--- config.mk ---
export PLATFORM = sky130hd
export DESIGN_NAME = esw_status_word
export DESIGN_NICKNAME = d
export VERILOG_FILES = /design/src/esw_pkg.sv /design/src/esw_status_word.sv
export VERILOG_INCLUDE_DIRS = /design/src
export SDC_FILE = /design/constraint.sdc
export NUM_CORES = 1
export LEC_CHECK = 0
export ABC_AREA = 0
export BUFFER_PORTS_ARGS = -buffer_cell sky130_fd_sc_hd__buf_4
export CAP_MARGIN = 20
export CORE_MARGIN = 8
export CORE_UTILIZATION = 35
export DETAILED_ROUTE_END_ITERATION = 7
export HOLD_SLACK_MARGIN = 0.15
export PLACE_DENSITY_LB_ADDON = 0.08
export SYNTH_ARGS = -nofsm -noshare
export SYNTH_HDL_FRONTEND = slang
export SYNTH_SLANG_ARGS = --single-unit
--- constraint.sdc ---
create_clock -name clk_i -period 5.1 [get_ports clk_i]
set_clock_uncertainty 0.2 [all_clocks]
set_input_delay 0.255 -clock clk_i [delete_from_list [all_inputs] [get_ports clk_i]]
set_output_delay 0.255 -clock clk_i [all_outputs]
set_load 0.05 [all_outputs]
--- src/esw_consts.svh ---
// Constants of the encoder status-word flag block: offsets, bit positions, reset values
`ifndef ESW_CONSTS_SVH
`define ESW_CONSTS_SVH
// Register word indices on adr_i[5:2] (one 32-bit word each, 4 channels)
`define ESW_CTRL_OFF       4'h0
`define ESW_CLEAR_OFF      4'h1
`define ESW_REFCMD_OFF     4'h2
`define ESW_WORD0_OFF      4'h4
`define ESW_ADDR_LSB       2
`define ESW_IDX_W          4
`define ESW_CH_N           4
// Status word bit positions
`define ESW_B_VALID        0
`define ESW_B_AMP_CRC      1
`define ESW_B_FREQ         3
`define ESW_B_SUPPLY       4
`define ESW_B_FAN          5
`define ESW_B_LOST         7
`define ESW_B_REF1         8
`define ESW_B_REF2         9
`define ESW_B_CODED_OK     10
`define ESW_B_REF_ERR      11
`define ESW_B_HOMING       12
`define ESW_B_LIMIT        13
`define ESW_B_ABS_ERR1     8
`define ESW_B_ABS_ERR2     9
`define ESW_B_CODE_LO      5
`define ESW_B_BUSY         10
`define ESW_B_RM           11
`define ESW_B_WARN         12
// Control register fields
`define ESW_CTRL_FAN_EN    0
`define ESW_CTRL_MODE_LO   4
// Reset values and fills
`define ESW_WORD_RST       16'h0000
`define ESW_FLAGS_RST      9'h000
`define ESW_CTRL_RST       32'h0000_0001
`define ESW_ZERO32         32'h0000_0000
`define ESW_ZERO16         16'h0000
`define ESW_BAD_DATA       32'hDEAD_0000
`endif

--- src/esw_pkg.sv ---
// Types of the encoder status-word flag block
package esw_pkg;
  // Interpretation of a channel's status word
  typedef enum logic [1:0] {
    ESW_MODE_INCR   = 2'b00,
    ESW_MODE_ABS    = 2'b01,
    ESW_MODE_DATUM  = 2'b11,
    ESW_MODE_AUX    = 2'b10
  } esw_mode_type;

  // Per-channel event and live inputs from the encoder front end
  typedef struct packed {
    logic       pos_valid;
    logic       amp_low;
    logic       freq_high;
    logic       crc_err;
    logic       supply_cut;
    logic       trig_lost;
    logic       ref1_seen;
    logic       ref2_seen;
    logic       coded_ok;
    logic       coded_fail;
    logic       ref_mon_fail;
    logic       homing_input;
    logic       limit_input;
    logic       abs_err1;
    logic       abs_err2;
    logic       datum_rx;
    logic       busy_flag;
    logic       ref_mark_flag;
    logic       warning_flag;
    logic [4:0] datum_content_code;
  } esw_events_type;

  // Latched flags of one channel
  typedef struct packed {
    logic amp_crc;
    logic freq;
    logic supply;
    logic lost;
    logic ref1;
    logic ref2;
    logic coded_ok;
    logic ref_err;
    logic spare;
  } esw_flags_type;
endpackage : esw_pkg

--- src/esw_status_word.sv ---
// Per-channel encoder status-word flag logic with a classic Wishbone register slave
`timescale 1ns/1ps
`include "esw_consts.svh"

// Contract
// - Valid bit only for valid, error-free position
// - Datum-valid bit reflects datum reception
// - Amplitude error latches until software clears
// - Frequency error latches until software clears
// - CRC mismatch sets CRC flag
// - Supply cutout latches supply error
// - Fan bit follows live fan fault
// - Fan bit zero without fan monitoring
// - Lost trigger latches until clear command
// - Reference saved flags set on capture
// - Coded-valid cleared by save, set on success
// - Reference error latches; save does not clear
// - Homing and limit reported live
// - Absolute error messages reported live
// - Busy, ref mark, warning copied in datum mode
// - Five content-code bits in datum mode
// - Latched flags never self-clear
// - Separate 16-bit word per channel
// - Fixed bit layout of the status word
module esw_status_word (
  // Clock and reset
  input  wire logic                             clk_i,
  input  wire logic                             rst_i,
  // Wishbone slave
  input  wire logic                             cyc_i,
  input  wire logic                             stb_i,
  input  wire logic                             we_i,
  input  wire logic [5:0]                       adr_i,
  input  wire logic [3:0]                       sel_i,
  input  wire logic [31:0]                      dat_i,
  output logic      [31:0]                      dat_o,
  output logic                                  ack_o,
  // Encoder front end, one entry per channel
  input  wire esw_pkg::esw_events_type [`ESW_CH_N-1:0] ev_i,
  input  wire logic                             fan_fault_i,
  // Status words toward the packet builder
  output logic      [`ESW_CH_N-1:0][15:0]       status_word_o
);

  // ------------------------------------------------------------
  // Software-visible control state
  // ------------------------------------------------------------
  logic [31:0]                          ctrl_q;
  logic [`ESW_CH_N-1:0][8:0]            clr_pulse;   // Per channel clear mask, one cycle
  logic [`ESW_CH_N-1:0]                 save_pulse;  // Per channel save-reference command
  esw_pkg::esw_flags_type [`ESW_CH_N-1:0] flags_q;
  logic                                 wr_stb;
  logic [`ESW_IDX_W-1:0]                idx;

  assign idx    = adr_i[`ESW_ADDR_LSB +: `ESW_IDX_W];
  assign wr_stb = cyc_i && stb_i && we_i && !ack_o;

  // Ack one cycle after request, dropped the cycle after
  always_ff @(posedge clk_i) begin
    if (rst_i) begin
      ack_o <= 1'b0;
    end else begin
      ack_o <= cyc_i && stb_i && !ack_o;
    end
  end

  // Control word: fan monitor enable and per-channel mode, byte lanes honoured
  always_ff @(posedge clk_i) begin
    if (rst_i) begin
      ctrl_q <= `ESW_CTRL_RST;
    end else if (wr_stb && idx == `ESW_CTRL_OFF) begin
      for (int b = 0; b < 4; b++) begin
        if (sel_i[b]) begin
          ctrl_q[b*8 +: 8] <= dat_i[b*8 +: 8];
        end
      end
    end
  end

  // Command strobes decoded from write-only registers
  always_comb begin
    for (int c = 0; c < `ESW_CH_N; c++) begin
      clr_pulse[c]  = 9'h000;
      save_pulse[c] = 1'b0;
      if (wr_stb && idx == `ESW_CLEAR_OFF && sel_i[c]) begin
        clr_pulse[c] = {1'b0, dat_i[c*8 +: 8]};
      end else if (wr_stb && idx == `ESW_REFCMD_OFF && sel_i[c]) begin
        save_pulse[c] = dat_i[c*8];
      end
    end
  end

  // ------------------------------------------------------------
  // Per-channel flag latches and word assembly
  // ------------------------------------------------------------
  generate
    for (genvar ch = 0; ch < `ESW_CH_N; ch++) begin : g_ch
      esw_pkg::esw_events_type ev;
      esw_pkg::esw_mode_type   mode;
      logic                    fan_en;
      logic                    any_err;
      logic [15:0]             word_d;
      logic [8:0]              clr;

      assign ev     = ev_i[ch];
      assign mode   = esw_pkg::esw_mode_type'(ctrl_q[`ESW_CTRL_MODE_LO + 2*ch +: 2]);
      assign fan_en = ctrl_q[`ESW_CTRL_FAN_EN];
      assign clr    = clr_pulse[ch];

      // Each latch: set wins over clear, nothing but software clears it
      always_ff @(posedge clk_i) begin
        if (rst_i) begin
          flags_q[ch] <= esw_pkg::esw_flags_type'(`ESW_FLAGS_RST);
        end else begin
          flags_q[ch].amp_crc  <= ev.amp_low || ev.crc_err || (flags_q[ch].amp_crc && !clr[0]);
          flags_q[ch].freq     <= ev.freq_high || (flags_q[ch].freq && !clr[1]);
          flags_q[ch].supply   <= ev.supply_cut || (flags_q[ch].supply && !clr[2]);
          flags_q[ch].lost     <= ev.trig_lost || (flags_q[ch].lost && !clr[3]);
          flags_q[ch].ref1     <= ev.ref1_seen || (flags_q[ch].ref1 && !clr[4] && !save_pulse[ch]);
          flags_q[ch].ref2     <= ev.ref2_seen || (flags_q[ch].ref2 && !clr[5] && !save_pulse[ch]);
          flags_q[ch].coded_ok <= ev.coded_ok || (flags_q[ch].coded_ok && !clr[6] && !save_pulse[ch]);
          flags_q[ch].ref_err  <= ev.coded_fail || ev.ref_mon_fail || (flags_q[ch].ref_err && !clr[7]);
          flags_q[ch].spare    <= 1'b0;
        end
      end

      // Live or latched amplitude, CRC, frequency or supply error, latched ref error or live absolute error makes the position invalid
      assign any_err = flags_q[ch].amp_crc || flags_q[ch].freq || flags_q[ch].supply ||
                       flags_q[ch].ref_err || ev.amp_low || ev.crc_err || ev.freq_high ||
                       ev.supply_cut || ev.abs_err1 || ev.abs_err2;

      // Word layout depends on interpretation, one word per channel
      always_comb begin
        word_d = `ESW_WORD_RST;
        case (mode)
          esw_pkg::ESW_MODE_DATUM: begin
            word_d[`ESW_B_VALID]              = ev.datum_rx;
            word_d[`ESW_B_AMP_CRC]            = flags_q[ch].amp_crc;
            word_d[`ESW_B_CODE_LO +: 5]       = ev.datum_content_code;
            word_d[`ESW_B_BUSY]               = ev.busy_flag;
            word_d[`ESW_B_RM]                 = ev.ref_mark_flag;
            word_d[`ESW_B_WARN]               = ev.warning_flag;
          end
          default: begin
            word_d[`ESW_B_VALID]   = ev.pos_valid && !any_err;
            word_d[`ESW_B_AMP_CRC] = flags_q[ch].amp_crc;
            word_d[`ESW_B_SUPPLY]  = flags_q[ch].supply;
            word_d[`ESW_B_FAN]     = fan_en && fan_fault_i;
            word_d[`ESW_B_LOST]    = flags_q[ch].lost;
            if (mode == esw_pkg::ESW_MODE_ABS) begin
              word_d[`ESW_B_ABS_ERR1] = ev.abs_err1;
              word_d[`ESW_B_ABS_ERR2] = ev.abs_err2;
            end else begin
              word_d[`ESW_B_FREQ]     = flags_q[ch].freq;
              word_d[`ESW_B_REF1]     = flags_q[ch].ref1;
              if (mode == esw_pkg::ESW_MODE_INCR) begin
                word_d[`ESW_B_REF2]     = flags_q[ch].ref2;
                word_d[`ESW_B_CODED_OK] = flags_q[ch].coded_ok;
                word_d[`ESW_B_REF_ERR]  = flags_q[ch].ref_err;
                word_d[`ESW_B_HOMING]   = ev.homing_input;
                word_d[`ESW_B_LIMIT]    = ev.limit_input;
              end
            end
          end
        endcase
      end

      // Registered word: one cycle behind its sources
      always_ff @(posedge clk_i) begin
        if (rst_i) begin
          status_word_o[ch] <= `ESW_WORD_RST;
        end else begin
          status_word_o[ch] <= word_d;
        end
      end
    end
  endgenerate

  // ------------------------------------------------------------
  // Read data
  // ------------------------------------------------------------
  // Command registers read back as zero; unmapped reads give a marker
  always_ff @(posedge clk_i) begin
    if (rst_i) begin
      dat_o <= `ESW_ZERO32;
    end else if (cyc_i && stb_i && !we_i && !ack_o) begin
      if (idx == `ESW_CTRL_OFF) begin
        dat_o <= ctrl_q;
      end else if (idx == `ESW_CLEAR_OFF || idx == `ESW_REFCMD_OFF) begin
        dat_o <= `ESW_ZERO32;
      end else if (idx >= `ESW_WORD0_OFF && idx < `ESW_WORD0_OFF + `ESW_IDX_W'(`ESW_CH_N)) begin
        dat_o <= {`ESW_ZERO16, status_word_o[2'(idx - `ESW_WORD0_OFF)]};
      end else begin
        dat_o <= `ESW_BAD_DATA;
      end
    end
  end

endmodule : esw_status_word

==> impl_metrics.ini, run 1 <==
[pwr]
p_leak_nw = 4.22
p_per_area_nw_per_um2 = 309
peakVddDrop_v = 0.000260
finalPower_w = 0.00317

[die]
chipWidth_um = 151
die-area_sq_um = 22900
start_util_pct = 35.7
dieHeight_um = 151
core_sq_um = 18000
pin_count = 241
rows = 49

[worst_hold_path]
whs_endpoint = dat_o[27]
min_from = adr_i[5]
hold_path.class = in -> reg
min_path_cells = 4

[synthesis]
ys_seq_elements = 149
synth_area_sq_um = 6410
synth_seq_area_share_pct = 46.5
ys_types = 42
ys_warn_count = 0
avgSynthCellArea_sq_um = 9.27
netlist_instances = 692

[final_layout]
nets = 1171
syn_to_final_growth_pct = 60.0
drive_gt1_share_pct = 27.9

[clock_tree]
clockBufferDepth = 2
root_buffer = clkbuf_16
clk_pin_slew_worst_paths_ns = 0.06
cts_resized = 0
cts_hold_buf = 147
cts_tree = yes
numCtsBuffers = 17
clk_latency_ns = 0.42
clock-sinks = 149
htree_levels = 4
post_cts_buffers = 0

[timing]
hold_violations = 0
worst_pin_slew_ns = 1.15
slew_headroom_pct = 23.2
setup_viol = 0
tns_ns = 0
drv_slew = 0
min_period_ns = 2.58
rsz0062_at_grt = no
period_share_pct = 50.5
max_freq_mhz = 388

[global_routing]
antenna_found_initial = 1
track_usage_pct = 23.3
grt_pass1_wl_um = 40600
grt_pass1_vias = 7025
grt_max_degree = 103
overflow = 0

[routing]
drc = 0
ant_nets = 0
vias = 6895
vias_per_cell = 5.43
drt-wirelength-per-cell_um = 21.2
drt_iter0_markers = 531
first_pass_iters = 5
wirelength_um = 26900

[worst_setup_path]
arrival_ns = 2.73
rrSetupSlack_ns = 2.54
reg2reg_depth = 5
worstPathMaxFanout = 48
crit-reg2reg-launch = ack_o
endpoint_kind = flop
path_class = in -> reg
reg2reg_to = flags_q[8]
required_ns = 5.25
start_kind = input pin

[placed_design]
port_buffers = 226
dp_hpwl_um = 19400
gp_congestion = 0.848

[run_status]
status = complete, no violations

[job]
drv_cap = 0
## synthesized netlist by cell type
| cell | n | area (sq um) |
|---|---|---|
| nor3b_1 | 14 | 105 |
| a311oi_1 | 19 | 166 |
| or4b_4 | 2 | 27.5 |
| buf_6 | 4 | 45.0 |
| buf_4 | 14 | 105 |
| nand4b_1 | 1 | 8.76 |
| and2_1 | 4 | 25.0 |
| buf_2 | 9 | 45.0 |
| a21oi_1 | 52 | 260 |
| clkbuf_2 | 1 | 5.00 |
| nand4bb_1 | 1 | 11.3 |
| buf_1 | 3 | 11.3 |
| nor4bb_1 | 1 | 10.0 |
| nor4_2 | 1 | 12.5 |
| and4b_1 | 1 | 10.0 |
| nor3_1 | 24 | 120 |
| mux4_2 | 10 | 225 |
| or4_1 | 1 | 7.51 |
| conb_1 | 1 | 3.75 |
| nor2_1 | 65 | 244 |
| dfxtp_1 | 149 | 2980 |
| nor3_4 | 4 | 65.1 |
| inv_1 | 25 | 93.8 |
| nor4_1 | 4 | 25.0 |
| clkinv_1 | 4 | 15.0 |
| a221oi_1 | 25 | 219 |
| o21bai_1 | 1 | 7.51 |
| a22oi_1 | 15 | 113 |
| or2_2 | 1 | 6.26 |
| a211oi_1 | 17 | 128 |
| mux2_2 | 3 | 33.8 |
| a31oi_1 | 1 | 6.26 |
| o31ai_1 | 43 | 323 |
| nor4b_1 | 8 | 70.1 |
| nor4_4 | 1 | 21.3 |
| nor2b_1 | 17 | 106 |
| mux2i_1 | 5 | 50.1 |
| clkbuf_1 | 46 | 173 |
| nand3_1 | 12 | 60.1 |
| nand4_1 | 35 | 219 |
| mux4_1 | 3 | 78.8 |
| nand2_1 | 45 | 169 |
## worst max-delay path by stage
stage | startpoint | end | slack [ns] | cells after the start
after floorplan | ack_o | flags_q[11] | 3.08 | 5
after global placement | rst_i | dat_o[12] | 2.97 | 3
after detailed placement | rst_i | dat_o[6] | 2.94 | 3
after CTS | stb_i | flags_q[4] | 2.62 | 7
after global routing | ack_o | flags_q[8] | 2.40 | 5
final | stb_i | flags_q[8] | 2.52 | 7
## final cells by class
type / instances / area (sq um)
Fill cell: 1609 / 7700
Inverter: 29 / 109
Timing Repair Buffer: 382 / 3240
Clock buffer: 17 / 425
Clock inverter: 15 / 228
Tap cell: 229 / 287
Multi-Input combinational cell: 448 / 2990
Antenna cell: 1 / 2.50
Sequential cell: 149 / 2980
## power by group
part	total, W	switching, W	internal [W]
logic	0.000526	0.000287	0.000238
clock network	0.00139	0.000516	0.000872
registers	0.00125	0.0000420	0.00121
## logic make-up after synthesis
family | after synthesis | share of synthesized area, %
AO/OA/AOI/OAI | 173 | 19.1
other | 1 | 0.0585
flip-flops | 149 | 46.5
buffers and inverters | 106 | 7.69
AND/OR/NAND/NOR | 242 | 20.6
multiplexers | 21 | 6.05
## metal layers
layer / vias to the layer above / track usage, % / routed length, um
li1: 3229 / - / -
met1: 3292 / 30.8 / 11500
met2: 333 / 36.7 / 12400
met3: 41 / 4.72 / 2350
met4: 0 / 8.51 / 620
met5: - / 0 / 0
## cells in the final DEF, fill, tap and decap left out, drive strengths merged, types with 3 or more instances in the layout
cell	count
o31ai	43
buf	235
a221oi	25
inv	27
a21oi	52
clkbuf	17
dlygate4sd3	147
mux2i	5
nor3	28
mux4	13
mux2	3
nor2b	17
a211oi	17
a22oi	15
nand2	45
clkinv	10
nor2	65
nor4	6
nand4	35
conb	12
bufinv	5
a311oi	19
nand3	12
and2	4
dfxtp	149
nor4b	8
nor3b	14
## critical path, cell delays in order
cell           delay, ns
dlygate4sd3_1       0.54
buf_4               0.15
nand4b_1            0.10
buf_4               0.52
nor3_4              0.17
a311oi_1            0.34
dlygate4sd3_1       0.62
## metrics by stage
stage | util (%) | instances | hold slack (ns) | instance area (sq um) | worst slack (ns)
6_report | 57.1 | 1270 | 0.247 | 10300 | 2.52
4_1_cts | 57.1 | 1269 | 0.223 | 10300 | 2.62
2_1_floorplan | - | 703 | 0.164 | 6450 | 3.08
3_5_place_dp | 45.3 | 1090 | 0.248 | 8140 | 2.94
3_3_place_gp | 45.3 | 1090 | 0.246 | 8140 | 2.97
5_1_grt | 57.1 | 1270 | 0.266 | 10300 | 2.40
## sequential cells by signal, summed over array words and instances, names as in the netlist
signal	flops
ctrl_q	32
flags_q	32
status_word_o	52
ack_o	1
dat_o	32
No activity file was read; power rests on OpenSTA's default activity.
==> run 2, diff against run 1 <==
==> constraint.sdc (replaced) <==
create_clock -name clk_i -period 2.5 [get_ports clk_i]
set_clock_uncertainty 0.2 [all_clocks]
set_input_delay 0.125 -clock clk_i [delete_from_list [all_inputs] [get_ports clk_i]]
set_output_delay 0.125 -clock clk_i [all_outputs]
set_load 0.05 [all_outputs]
==> impl_metrics.ini, run 2 (same netlist as run 1, synthesis figures left out) <==
[clock_tree]
clockBufferDepth = 2
clock-sinks = 149
clk_pin_slew_worst_paths_ns = 0.07
root_buffer = clkbuf_16
htree_levels = 4
cts_tree = yes
numCtsBuffers = 17
clk_latency_ns = 0.42

[pwr]
p_leak_nw = 4.31
finalPower_w = 0.00633
p_per_area_nw_per_um2 = 607
peakVddDrop_v = 0.000494

[global_routing]
grt_max_degree = 56
grt_pass1_vias = 7175
antenna_found_initial = 0
track_usage_pct = 23.3
overflow = 0
grt_pass1_wl_um = 40600

[die]
chipWidth_um = 151
pin_count = 241
core_sq_um = 18000
die-area_sq_um = 22900
dieHeight_um = 151
start_util_pct = 35.7
rows = 49

[placed_design]
port_buffers = 226
dp.cells = 1091
gp_congestion = 0.845
dp_hpwl_um = 19600

[final_layout]
mostFrequentLayoutCells = buf_4, dlygate4sd3_1, dfxtp_1
top_register = status_word_o
seq_area_sq_um = 2980
syn_to_final_growth_pct = 62.4
stdcell_count = 1283
nFillCells = 1595
finish.utilization_pct = 58.0
nets = 1185
mostFrequentLayoutCell = buf_4
drive_gt1_share_pct = 27.8
multi_input_area_sq_um = 2990
largest_reg_flops = 52
antenna_cells = 0

[timing]
worst_pin_slew_ns = 1.06
tns_ns = 0
drv_slew = 0
min_period_ns = 2.46
setup_viol = 0
max_freq_mhz = 407
hold_violations = 0
period_share_pct = 98.3
rsz0062_at_grt = no
slew_headroom_pct = 29.3

[routing]
drc = 0
drt-wirelength-per-cell_um = 21.2
ant_nets = 0
wirelength_um = 27200
first_pass_iters = 5
vias = 6977
vias_per_cell = 5.44
drt_iter0_markers = 625

[worst_hold_path]
min_from = cyc_i
hold_path.class = in -> reg
min_path_cells = 5
whs_endpoint = dat_o[15]

[worst_setup_path]
start_kind = input pin
worstPathMaxFanout = 8
required_ns = 2.61
path_class = in -> reg
endpoint_kind = flop
reg2reg_to = flags_q[5]
rrSetupSlack_ns = 0.16
crit-reg2reg-launch = ack_o
reg2reg_depth = 6
arrival_ns = 2.57

[job]
drv_cap = 0

[run_status]
status = complete, no violations
-- run 2: timing repair --
item | 4_1_cts | 5_1_grt
hold buffers | 158 | 0
setup buffers | 0 | 2
endpoints found under the setup margin | 0 | 7
resized for setup | 0 | 1
endpoints found under the hold margin | 134 | 0
-- run 2: routing by layer --
layer	GRT usage, %	up-vias	share of wire (%)
met5	0	-	0
li1	-	3259	-
met2	37.6	340	47
met1	30.2	3324	42
met4	8.16	0	2.3
met3	5.02	54	8.6
-- run 2: worst max-delay path by stage --
| stage | start | to | slack, ns | cells after the start |
|---|---|---|---|---|
| global placement | adr_i[2] | flags_q[1] | 0.56 | 4 |
| finish | adr_i[5] | flags_q[15] | 0.04 | 7 |
| CTS | adr_i[5] | flags_q[7] | 0.06 | 6 |
| floorplan | ack_o | flags_q[11] | 0.48 | 5 |
| global route | adr_i[5] | flags_q[34] | 0.001 | 6 |
| detailed placement | adr_i[2] | flags_q[7] | 0.55 | 4 |
-- run 2: per-stage QoR --
stage                     hold WS [ns]  setup WS, ns  instance area [sq um]
after floorplan                 0.0337         0.478                   6450
after global placement           0.134         0.563                   8180
after detailed placement         0.134         0.553                   8180
after CTS                        0.169        0.0643                  10400
after global routing             0.217       0.00130                  10400
final                            0.186        0.0419                  10400
-- run 2: final cells by class --
class,count,share of cell area [%]
clock buffer,18,4.22
clock inverter,14,1.66
inverter,29,1.04
multi-input combinational,448,28.7
sequential,149,28.6
tap,229,2.75
timing repair buffer,396,33.0
-- run 2: where the power goes --
| part | switching, W | leakage [nW] | internal (W) |
|---|---|---|---|
| combinational | 0.000592 | 2.79 | 0.000506 |
| sequential | 0.0000842 | 1.22 | 0.00247 |
| clock | 0.00106 | 0.297 | 0.00161 |
-- run 2: critical path, cell delays in order --
cell,delay (ns)
dlygate4sd3_1,0.54
buf_4,0.17
or4b_4,0.63
nor3_4,0.26
buf_12,0.15
a311oi_1,0.09
dlygate4sd3_1,0.59
==> run 3, diff against run 2 <==
--- a/config.mk
+++ b/config.mk
@@ -7,11 +7,10 @@
 export NUM_CORES = 1
 export LEC_CHECK = 0
 export ABC_AREA = 0
-export BUFFER_PORTS_ARGS = -buffer_cell sky130_fd_sc_hd__buf_4
-export CAP_MARGIN = 20
 export CORE_MARGIN = 8
 export CORE_UTILIZATION = 35
 export DETAILED_ROUTE_END_ITERATION = 7
+export DONT_BUFFER_PORTS = 1
 export HOLD_SLACK_MARGIN = 0.15
 export PLACE_DENSITY_LB_ADDON = 0.08
 export SYNTH_ARGS = -nofsm -noshare
==> impl_metrics.ini, run 3 (same netlist as run 1, synthesis figures left out) <==
[worst_setup_path]
start_kind = flop
crit-reg2reg-launch = status_word_o[0]
endpoint_kind = flop
rrSetupSlack_ns = 0.06
reg2reg_depth = 4
reg2reg_to = dat_o[0]
arrival_ns = 2.55
required_ns = 2.61
worstPathMaxFanout = 2
path_class = reg -> reg

[clock_tree]
clockBufferDepth = 2
htree_levels = 4
numCtsBuffers = 17
root_buffer = clkbuf_16
clk_latency_ns = 0.43
clk_pin_slew_worst_paths_ns = 0.07
cts_tree = yes
post_cts_buffers = 0
clock-sinks = 149

[timing]
period_share_pct = 97.6
worst_pin_slew_ns = 1.13
finalHoldWorstSlack_ns = 0.147
drv_slew = 0
max_freq_mhz = 410
rsz0062_at_grt = no
tns_ns = 0
min_period_ns = 2.44
setup_viol = 0
slew_headroom_pct = 24.6
hold_violations = 0

[worst_hold_path]
min_path_cells = 2
min_from = rst_i
whs_endpoint = status_word_o[44]
hold_path.class = in -> reg

[routing]
drt_iter0_markers = 472
ant_nets = 0
vias = 6221
wirelength_um = 27100
drc = 0
vias_per_cell = 5.79
drt-wirelength-per-cell_um = 25.2
first_pass_iters = 6

[pwr]
p_per_area_nw_per_um2 = 648
peakVddDrop_v = 0.000464
finalPower_w = 0.00572
p_leak_nw = 3.49

[placed_design]
gp_congestion = 0.860
port_buffers = 0
dp_hpwl_um = 18900
dp.cells = 866

[die]
die-area_sq_um = 22900
dieHeight_um = 151
core_sq_um = 18000
rows = 49
start_util_pct = 35.7
chipWidth_um = 151
pin_count = 241

[final_layout]
top_register = status_word_o
finish.utilization_pct = 49.1
mostFrequentLayoutCells = dlygate4sd3_1, dfxtp_1, nor2_1
nets = 976
largest_reg_flops = 52
nFillCells = 1758
drive_gt1_share_pct = 8.52
stdcell_count = 1075
mostFrequentLayoutCell = dlygate4sd3_1
syn_to_final_growth_pct = 37.6

[global_routing]
overflow = 0
grt_pass1_wl_um = 39000
antenna_found_initial = 0
track_usage_pct = 22.8
grt_pass1_vias = 6266
grt_max_degree = 150

[job]
drv_cap = 0

[run_status]
status = complete, no violations
[run 3: cell count changes in the layout (fill, tap and decap cells not counted), moves of 2 or more]
cell / before / now
dlygate4sd3_1: 158 / 175
buf_12: 5 / 2
dfxtp_1: 149 / 145
dfxtp_2: 0 / 4
buf_4: 232 / 9
inv_6: 4 / 6
clkinv_2: 3 / 1
bufinv_16: 3 / 0
[run 3: metal layers]
layer  GRT usage [%]  vias up  part of all wire (%)
li1                -     2834                     -
met1            27.9     3071                    41
met2            35.6      271                    46
met3            8.66       45                    11
met4            8.76        0                   2.6
met5               0        -                     0
[run 3: repair_timing]
| action | in CTS | in global routing |
|---|---|---|
| gates resized for setup | 0 | 5 |
| endpoints found under the setup margin | 0 | 5 |
| endpoints found under the hold margin | 149 | 17 |
| hold buffers | 171 | 5 |
[run 3: final cells by class]
class                   instances  area (sq um)  area share, %
diodes                          1          2.50         0.0284
clock inverters                14           118           1.33
well taps                     229           287           3.25
flip-flops and latches        149          2990           33.9
repair buffers                187          1890           21.4
inverters                      29           109           1.23
clock buffers                  18           439           4.98
multi-input cells             448          3000           34.0
[run 3: worst max-delay path by stage]
stage,startpoint,end
after global placement,status_word_o[0],dat_o[0]
after global routing,ctrl_q[4],status_word_o[7]
after floorplan,ack_o,flags_q[11]
after CTS,ctrl_q[4],status_word_o[7]
final,status_word_o[0],dat_o[0]
after detailed placement,status_word_o[0],dat_o[0]
[run 3: per-stage QoR]
stage	worst slack, ns	cell area, sq um
after floorplan	0.478	6450
after global placement	0.686	6480
after detailed placement	0.650	6480
after CTS	0.0329	8750
after global routing	0.0354	8820
final	0.0595	8830
[run 3: critical path, stage by stage (launching register included)]
cell	delay, ns
dfxtp_1	0.52
mux4_1	0.60
a221oi_1	0.35
nor3_1	0.09
dlygate4sd3_1	0.56
[run 3: report_power, final]
part,switching (W),internal (W),leakage [nW]
clock network,0.00112,0.00132,0.267
registers,0.000296,0.00247,1.23
logic,0.000235,0.000275,1.99
total,0.00165,0.00407,3.49
